$ cat config.mk
export PLATFORM = sky130hd
export DESIGN_NAME = cc_control_regs
export DESIGN_NICKNAME = d
export VERILOG_FILES = /design/src/core/cc_pkg.sv /design/src/core/cc_link_if.sv /design/src/core/cc_control_regs.sv /design/src/core/cc_serial_rx.sv /design/src/core/cc_pin_strap.sv
export SDC_FILE = /design/constraint.sdc
export NUM_CORES = 1
export LEC_CHECK = 0
export ABC_AREA = 1
export ABC_CLOCK_PERIOD_IN_PS = 1000
export BUFFER_PORTS_ARGS = -buffer_cell sky130_fd_sc_hd__buf_4
export CORE_MARGIN = 8
export CORE_UTILIZATION = 49
export DETAILED_ROUTE_END_ITERATION = 8
export PLACE_DENSITY = 0.81
export SYNTH_ARGS = -nofsm -noshare
export SYNTH_HDL_FRONTEND = slang
export SYNTH_SLANG_ARGS = --single-unit
$ cat constraint.sdc
create_clock -name clock -period 1 [get_ports clock]
set_input_delay 0.15 -clock clock [delete_from_list [all_inputs] [get_ports clock]]
set_output_delay 0.15 -clock clock [all_outputs]
set_load 0.02 [all_outputs]
$ cat src/core/cc_pkg.sv
// Purpose: shared constants, types and decode helpers of the c-channel register bank
// Assumes: one 100 MHz clock, control byte bit 0 arrives first on the serial input
// Notes: all field positions and reset values live here and nowhere else
`default_nettype none
package cc_pkg;
    // byte width of one c-channel
    localparam int CC_BYTE_W = 8;
    localparam logic [2:0] CC_LAST_BIT = 3'h7;
    // register select field, bit 0 and bit 1 of every byte
    localparam int SEL_LO_BIT = 0;
    localparam int SEL_HI_BIT = 1;
    localparam logic [1:0] SEL_CONTROL = 2'h0; // {bit1,bit0} = 0,0
    localparam logic [1:0] SEL_DIAG = 2'h2;    // {bit1,bit0} = 1,0
    // line_control fields
    localparam int CTL_CLR_INHIBIT_BIT = 2;
    localparam int CTL_RATE_BIT = 3;
    localparam int CTL_DINB1_BIT = 4;
    localparam int CTL_SCRAM_BIT = 5;
    localparam int CTL_SPEEDUP_BIT = 6;
    localparam int CTL_HK_BIT = 7;
    // test_diagnostic fields
    localparam int DIAG_LOOP_LO_BIT = 2;
    localparam int DIAG_LOOP_HI_BIT = 3;
    localparam int DIAG_FORCED_BIT = 4;
    localparam int DIAG_POLY_BIT = 5;
    localparam int DIAG_LINE_TX_OUTPUT_DIS_BIT = 6;
    // loopback codes as {bit2,bit3}
    localparam logic [1:0] LOOP_NONE = 2'h0;
    localparam logic [1:0] LOOP_SYSTEM = 2'h1;
    localparam logic [1:0] LOOP_LINE = 2'h2;
    localparam logic [1:0] LOOP_END_TO_END = 2'h3;
    // reset and default values
    localparam logic [7:0] CTL_RESET = 8'h00;
    localparam logic [7:0] DIAG_RESET = 8'h00;
    localparam logic [7:0] DIAG_CLEARED = 8'h00;
    localparam logic [7:0] DEFAULT1_CTL = 8'h00; // 80 kbit/s, all off
    localparam logic [7:0] DEFAULT2_CTL = 8'h08; // only the rate bit set
    localparam logic [3:0] DEFAULT_KEY = 4'hF;   // bits 4..7 all one
    // far-side convergence guidance, kept for reference by software
    localparam int SPEEDUP_FRAMES_160K = 240;
    localparam int SPEEDUP_FRAMES_80K = 480;

    // serial receiver states
    typedef enum logic [1:0] {CC_RX_WAIT, CC_RX_SHIFT, CC_RX_HOLD} cc_rx_state_t;

    // true when the byte carries the default-mode key
    function automatic logic ccIsDefault(input logic [7:0] b);
        return b[7:4] == DEFAULT_KEY;
    endfunction

    // control value for a default-mode byte or a strapped pin
    function automatic logic [7:0] ccDefaultCtl(input logic rateHigh);
        return rateHigh ? DEFAULT2_CTL : DEFAULT1_CTL;
    endfunction

    // loopback code of a diagnostic byte, bit 2 high-order
    function automatic logic [1:0] ccLoopCode(input logic [7:0] b);
        return {b[DIAG_LOOP_LO_BIT], b[DIAG_LOOP_HI_BIT]};
    endfunction
endpackage
`default_nettype wire

$ cat src/core/cc_link_if.sv
// Purpose: carries received bytes and strap events from the helpers to the core
// Assumes: all signals in the single clock domain
// Notes: each helper drives its own group only
`timescale 1ns/10ps
`default_nettype none
interface cc_link_if;
    logic byteValid;  // one-cycle pulse, byte complete
    logic [7:0] byteData; // assembled c-channel byte
    logic strapValid; // one-cycle pulse in the cycle after a frame pulse, pin held all frame
    logic strapHigh;  // level of the held pin
    modport rx (output byteValid, output byteData);
    modport strap (output strapValid, output strapHigh);
    modport core (input byteValid, input byteData, input strapValid, input strapHigh);
endinterface
`default_nettype wire

$ cat src/core/cc_control_regs.sv
// Purpose: c-channel decode into the line_control and test_diagnostic registers
// Assumes: framePulse one cycle wide, bitClock and serial input synchronous to clock
// Notes: registers are write-only from the serial side; their fields drive the
//        transceiver datapath through the outputs below
// Operation
// - select 0,0 writes line_control
// - select 1,0 writes test_diagnostic
// - inhibit clear: zero clears diagnostic at frame
// - bit 3 selects 80 or 160 kbit/s
// - d-channel byte carried in B1 slot
// - bit 5 enables both scramblers
// - bit 6 speeds echo canceller convergence
// - bits 4-7 all ones pick default
// - default one: control zero, diagnostics off
// - default two: rate bit only, diagnostics off
// - held control pin selects default mode
// - loop bits 0,0: no loopback
// - loop 0,1: system receive to transmit
// - loop 1,0: line output to input
// - loop 1,1: system transmit to receive
// - diagnostic bit 5 swaps scrambler polynomials
// - diagnostic bit 6 disables the line output
`timescale 1ns/10ps
`default_nettype none
module cc_control_regs import cc_pkg::*; (
    input wire logic clock,
    input wire logic nrst,
    input wire logic framePulse,
    input wire logic bitClock,
    input wire logic control_serial_in,
    input wire logic dualPortMode,
    output logic [7:0] lineControl,
    output logic [7:0] testDiagnostic,
    output logic diag_clear_inhibit,
    output logic line_rate_select,
    output logic d_in_b1_slot,
    output logic scrambler_enable,
    output logic convergence_speedup,
    output logic tx_housekeeping_bit,
    output logic systemLoopback,
    output logic lineLoopback,
    output logic endToEndLoopback,
    output logic forced_test_function,
    output logic polynomial_exchange,
    output logic line_out_disable,
    output logic controlWritten
);
    cc_link_if link (); // byte and strap events from the helpers

    logic [7:0] ctl_r, ctl_nxt;   // line_control
    logic [7:0] diag_r, diag_nxt; // test_diagnostic
    logic sysLoop_r, sysLoop_nxt; // decoded loopback paths
    logic lineLoop_r, lineLoop_nxt;
    logic e2eLoop_r, e2eLoop_nxt;
    logic ctlWr_r, ctlWr_nxt;     // pulse after any control-side update
    logic [1:0] selField;         // register select of the incoming byte
    logic isDefault;              // default-mode key present
    logic [1:0] loopNxt;          // loopback code about to be stored

    // byte assembly from the serial c-channel
    cc_serial_rx u_rx (
        .clock(clock),
        .nrst(nrst),
        .framePulse(framePulse),
        .bitClock(bitClock),
        .serialIn(control_serial_in),
        .link(link.rx)
    );

    // held-pin default detection, only active in dual-port use
    cc_pin_strap u_strap (
        .clock(clock),
        .nrst(nrst),
        .framePulse(framePulse),
        .dualPortMode(dualPortMode),
        .serialIn(control_serial_in),
        .link(link.strap)
    );

    assign selField = {link.byteData[SEL_HI_BIT], link.byteData[SEL_LO_BIT]};
    assign isDefault = ccIsDefault(link.byteData);

    // register update; later branches win, so a byte written in a cycle
    // beats the frame-pulse clear and a strap default
    always_comb begin
        ctl_nxt = ctl_r;
        diag_nxt = diag_r;
        ctlWr_nxt = 1'b0;
        // clearing is only kept off by a one in the inhibit bit
        if (framePulse && !ctl_r[CTL_CLR_INHIBIT_BIT]) begin
            diag_nxt = DIAG_CLEARED;
        end
        // a pin held all frame acts like the matching default byte
        if (link.strapValid) begin
            ctl_nxt = ccDefaultCtl(link.strapHigh);
            diag_nxt = DIAG_CLEARED;
            ctlWr_nxt = 1'b1;
        end
        if (link.byteValid) begin
            if (isDefault) begin
                // the key is checked ahead of the select bits, so it works
                // from either register and even from select 1,1
                ctl_nxt = ccDefaultCtl(link.byteData[CTL_RATE_BIT]);
                diag_nxt = DIAG_CLEARED;
                ctlWr_nxt = 1'b1;
            end else if (selField == SEL_CONTROL) begin
                ctl_nxt = link.byteData;
                ctlWr_nxt = 1'b1;
            end else if (selField == SEL_DIAG) begin
                diag_nxt = link.byteData;
            end
            // select 1,1 is unassigned and is dropped
        end
    end

    // loopback decode, kept in flops so the datapath sees clean levels
    assign loopNxt = ccLoopCode(diag_nxt);
    always_comb begin
        sysLoop_nxt = 1'b0;
        lineLoop_nxt = 1'b0;
        e2eLoop_nxt = 1'b0;
        unique case (loopNxt)
            LOOP_NONE: begin
                // normal operation, every path off
            end
            LOOP_SYSTEM: begin
                sysLoop_nxt = 1'b1;
            end
            LOOP_LINE: begin
                // the controller keeps this off as a framed follower
                lineLoop_nxt = 1'b1;
            end
            LOOP_END_TO_END: begin
                e2eLoop_nxt = 1'b1;
            end
        endcase
    end

    // registers only
    always_ff @(posedge clock) begin
        if (!nrst) begin
            ctl_r <= CTL_RESET;
            diag_r <= DIAG_RESET;
            sysLoop_r <= 1'b0;
            lineLoop_r <= 1'b0;
            e2eLoop_r <= 1'b0;
            ctlWr_r <= 1'b0;
        end else begin
            ctl_r <= ctl_nxt;
            diag_r <= diag_nxt;
            sysLoop_r <= sysLoop_nxt;
            lineLoop_r <= lineLoop_nxt;
            e2eLoop_r <= e2eLoop_nxt;
            ctlWr_r <= ctlWr_nxt;
        end
    end

    // field outputs are plain taps of the register flops
    assign lineControl = ctl_r;
    assign testDiagnostic = diag_r;
    assign diag_clear_inhibit = ctl_r[CTL_CLR_INHIBIT_BIT];
    assign line_rate_select = ctl_r[CTL_RATE_BIT];
    assign d_in_b1_slot = ctl_r[CTL_DINB1_BIT];
    assign scrambler_enable = ctl_r[CTL_SCRAM_BIT];
    assign convergence_speedup = ctl_r[CTL_SPEEDUP_BIT];
    assign tx_housekeeping_bit = ctl_r[CTL_HK_BIT];
    assign systemLoopback = sysLoop_r;
    assign lineLoopback = lineLoop_r;
    assign endToEndLoopback = e2eLoop_r;
    assign forced_test_function = diag_r[DIAG_FORCED_BIT];
    assign polynomial_exchange = diag_r[DIAG_POLY_BIT];
    assign line_out_disable = diag_r[DIAG_LINE_TX_OUTPUT_DIS_BIT];
    assign controlWritten = ctlWr_r;
endmodule
`default_nettype wire

$ cat src/core/cc_serial_rx.sv
// Purpose: assembles the c-channel byte from the serial control input
// Assumes: bitClock and serialIn synchronous to clock, bit 0 first
// Notes: one byte per frame; later bits are ignored until the next frame pulse
`timescale 1ns/10ps
`default_nettype none
module cc_serial_rx import cc_pkg::*; (
    input wire logic clock,
    input wire logic nrst,
    input wire logic framePulse,
    input wire logic bitClock,
    input wire logic serialIn,
    cc_link_if.rx link
);
    cc_rx_state_t state_r, state_nxt; // receiver state
    logic [2:0] bitCnt_r, bitCnt_nxt; // next bit position
    logic [7:0] shift_r, shift_nxt;   // bits gathered so far
    logic bitClkPrev_r;               // last bit clock level, for edge finding
    logic valid_r, valid_nxt;         // byte complete pulse
    logic bitEdge;

    // a rising bit clock edge marks one data bit
    assign bitEdge = bitClock && !bitClkPrev_r;

    // next-state logic; a frame pulse always restarts the byte
    always_comb begin
        state_nxt = state_r;
        bitCnt_nxt = bitCnt_r;
        shift_nxt = shift_r;
        valid_nxt = 1'b0;
        if (framePulse) begin
            state_nxt = CC_RX_SHIFT;
            bitCnt_nxt = 3'h0;
        end else begin
            unique case (state_r)
                CC_RX_WAIT: begin
                    // idle until the first frame is seen
                end
                CC_RX_SHIFT: begin
                    if (bitEdge) begin
                        shift_nxt[bitCnt_r] = serialIn;
                        bitCnt_nxt = bitCnt_r + 3'h1;
                        if (bitCnt_r == CC_LAST_BIT) begin
                            valid_nxt = 1'b1;
                            state_nxt = CC_RX_HOLD;
                        end
                    end
                end
                CC_RX_HOLD: begin
                    // d-channel and other slots pass by untouched
                end
            endcase
        end
    end

    // registers only
    always_ff @(posedge clock) begin
        if (!nrst) begin
            state_r <= CC_RX_WAIT;
            bitCnt_r <= 3'h0;
            shift_r <= 8'h00;
            bitClkPrev_r <= 1'b0;
            valid_r <= 1'b0;
        end else begin
            state_r <= state_nxt;
            bitCnt_r <= bitCnt_nxt;
            shift_r <= shift_nxt;
            bitClkPrev_r <= bitClock;
            valid_r <= valid_nxt;
        end
    end

    assign link.byteValid = valid_r;
    assign link.byteData = shift_r;
endmodule
`default_nettype wire

$ cat src/core/cc_pin_strap.sv
// Purpose: spots a control input held at one level for a whole frame in dual-port use
// Assumes: frame pulses are one cycle wide
// Notes: the first frame after reset only arms the detector
`timescale 1ns/10ps
`default_nettype none
module cc_pin_strap import cc_pkg::*; (
    input wire logic clock,
    input wire logic nrst,
    input wire logic framePulse,
    input wire logic dualPortMode,
    input wire logic serialIn,
    cc_link_if.strap link
);
    logic armed_r, armed_nxt;     // a full frame has been watched
    logic allLow_r, allLow_nxt;   // pin low so far this frame
    logic allHigh_r, allHigh_nxt; // pin high so far this frame
    logic valid_r, valid_nxt;
    logic high_r, high_nxt;

    // a single opposite sample spoils the frame, so a live byte never looks strapped
    always_comb begin
        armed_nxt = armed_r;
        allLow_nxt = allLow_r && !serialIn;
        allHigh_nxt = allHigh_r && serialIn;
        valid_nxt = 1'b0;
        high_nxt = high_r;
        if (!dualPortMode) begin
            armed_nxt = 1'b0;
        end else if (framePulse) begin
            valid_nxt = armed_r && (allLow_r || allHigh_r);
            high_nxt = allHigh_r;
            armed_nxt = 1'b1;
            allLow_nxt = !serialIn;
            allHigh_nxt = serialIn;
        end
    end

    // registers only
    always_ff @(posedge clock) begin
        if (!nrst) begin
            armed_r <= 1'b0;
            allLow_r <= 1'b0;
            allHigh_r <= 1'b0;
            valid_r <= 1'b0;
            high_r <= 1'b0;
        end else begin
            armed_r <= armed_nxt;
            allLow_r <= allLow_nxt;
            allHigh_r <= allHigh_nxt;
            valid_r <= valid_nxt;
            high_r <= high_nxt;
        end
    end

    assign link.strapValid = valid_r;
    assign link.strapHigh = high_r;
endmodule
`default_nettype wire

==> results.md <==
* Setup TNS Final at -2.362 ns
* Inst Count DP at 335
* Nets at 307
* Slowest stage cell, crit path: dfxtp_2
* Min-Delay Path Class: input pin to flop
* Yosys reg bits at 40
* CTS sink count at 40
* Overall power at 3.138 mW
* Max_slew headroom at 0.8295
* Maximum vdd ir drop at 0.0009656 V
* Worst-Margin Slew at 0.2555 ns
* RSZ-0062 raised after global routing: true
* Synthesis Warnings at 0
* Most common cell after layout, fill and taps aside: buf_4
* Initial Util at 0.4997
* Post-Syn Area per Cell at 7.445 sq um
* Max Fclk at 890.2 MHz
* Worst endpoint data arrival time at 1.32 ns
* PwrDens at 1221 nW/um^2
* Top delay family on crit path: simple AND/OR/NAND/NOR gates
* Largest net degree at the start of global routing at 20
* Detailed Route Iter0 Violations at 141
* Antenna violations before repair at 0
* Global-route wire length before repair at 7.707 mm
* Most frequent cells in the layout: 52 x buf_4, 40 x nand2_1, 30 x nor2_1
* Final Cell Area at 2570 sq um
* Max Cap Viol at 0
* Worst Path Required at 1.19 ns
* Post-Route WL at 4.778 mm
* Die width at 76.64 microns
* Final Hold Slack at 0.02736 ns
* Vias in the first global route at 1753
* Routed vias at 1759
* Grt total ovfl at 0
* CP bufs+invs at 0
* Register area share after synthesis at 0.4444
* DP Worst Slack at -0.1177 ns
* Synth cell types at 27
* CTS clk-pin slew, worst paths at 0.08 ns
* Startpoint types: flop
* Final Hold Fails at 0
* Endpoints failing setup at 34
* Cells after Synth at 242
* Row count at 22
* Pre-Repair DR Iteration Count at 5
* Core Region at 3606 sq um
* Max Slew Vio Count at 0
* CTS tree: done
* Final WS setup at -0.1233 ns
* Violated checks: negative setup slack
* Die Span Y at 76.64 microns
* Gpl congestion at 0.8149
* P_leak at 1.156 nW
* Filler cell count at 301
* Crit-path max FO at 4
* Vias per cell at 5.055
* Die ar. at 5874 sq um
* Skew-Pair Late Insertion Delay at 0.30 ns
* Global Route Usage Sum at 0.1599
* DRC at 0
* Status: finished, violations left
* Crit path time final at 1.123 ns
* Share of layout cells above drive strength 1 at 0.4833
* Fin crit share at 1.123
* CTS Root Cell: clkbuf_8
* Synthesized area at 1802 sq um
* CTS max path bufs at 2
* Post-route ant nets at 0
* Final Skew at 0.003327 ns
* Fin cells at 348
* Ant diodes at 0
* CP Cell Sequence: nor3_4 > nand2_2 > nor2_2 > nand2_1 > nand2_1 > nor2_1
* Element type at the critical path end: flop
* Area post-placement at 2220 sq um
* Dpl hpwl at 3.264 mm
* Largest stage delay on the critical path at 0.34 ns
* Post-layout util at 0.7127
* Critical setup path kind: flop to flop
* IO Pins at 35
* # port buffers at 34
* Crit-path most repeated cell: nand2_1
* Htree depth at 2
* Num CTS Buffers at 5
* Syn Nets at 250
* Syn-to-layout area delta at 42.64%
* Drt wl/cell at 13.73 microns
path summary, 6_finish.rpt:
path | startpoint | end | slack, ns | depth (start not counted)
min | control_serial_in | u_strap.allLow_r | 0.03 | 2
max | u_rx.state_r[1] | u_rx.link.byteData[7] | -0.12 | 6
max reg2reg | u_rx.state_r[1] | u_rx.link.byteData[7] | -0.12 | 6
min reg2reg | lineControl[1] | lineControl[1] | 0.44 | 2
final cells by class:
type	count	area (sq um)	share of cell area
repair buffers	64	525.5	0.2045
repair inverters	1	7.507	0.002921
clock inverters	3	41.29	0.01607
well taps	48	60.06	0.02337
multi-input cells	162	929.6	0.3617
clock buffers	5	68.82	0.02678
inverters	25	106.4	0.04138
flip-flops and latches	40	830.8	0.3233
cells by family (layout without fill, tap and decap cells):
logic type / Yosys count / count (layout) / share of synthesized area
adder cells (fa/ha/maj): 2 / 2 / 0.01389
AND/OR/NAND/NOR: 129 / 129 / 0.3285
flip-flops: 40 / 40 / 0.4444
buffers and inverters: 40 / 98 / 0.1139
AO/OA/AOI/OAI: 31 / 31 / 0.09930
per-layer routing:
layer / vias up / GRT usage / part of all wire
met4: 0 / 0.06923 / 0.016
met5: - / 0 / 0
met2: 54 / 0.2871 / 0.52
li1: 879 / - / -
met1: 819 / 0.1640 / 0.39
met3: 7 / 0.05425 / 0.069
worst register-to-register path, delay by kind of cell (launching register included):
kind | cells | cell delay [ns]
simple gates | 6 | 0.69
flops | 1 | 0.34
what timing repair did:
item | 4_1_cts | 5_1_grt
pin swaps | 19 | 18
hold buffers | 0 | 0
setup buffers | 6 | 0
hold endpoints to repair | 0 | 0
resized for setup | 39 | 31
gates cloned | 0 | 1
endpoints found under the setup margin | 37 | 46
sequential cells by signal, summed over array words and instances (netlist names):
name,flops
lineControl,8
testDiagnostic,8
u_rx.link.byteData,8
u_rx.bitCnt_r,3
u_rx.state_r,2
controlWritten,1
endToEndLoopback,1
lineLoopback,1
systemLoopback,1
u_rx.bitClkPrev_r,1
u_rx.link.byteValid,1
u_strap.allHigh_r,1
u_strap.allLow_r,1
u_strap.armed_r,1
u_strap.link.strapHigh,1
u_strap.link.strapValid,1
Yosys cell counts (all sizes together):
master  instances  area [sq um]
a211oi          2         15.01
a21oi          13         65.06
a31oi           1         6.260
buf            14         107.6
clkbuf          1         3.750
clkinv          1         3.750
dfxtp          40         800.8
ha              2         25.02
inv            24         90.09
nand2          56         230.2
nand3          16         85.08
nand4           5         31.28
nor2           46         192.7
nor3            5         46.30
o211ai          7         52.55
o21ai           8         40.03
or2             1         6.260
report_power, final:
part	internal, mW	switching [mW]	total (mW)
clock	0.740	0.581	1.32
combinational	0.0805	0.119	0.200
sequential	1.60	0.0131	1.62
total	2.43	0.713	3.14
Note: power is estimated with default switching activity, not from simulation.
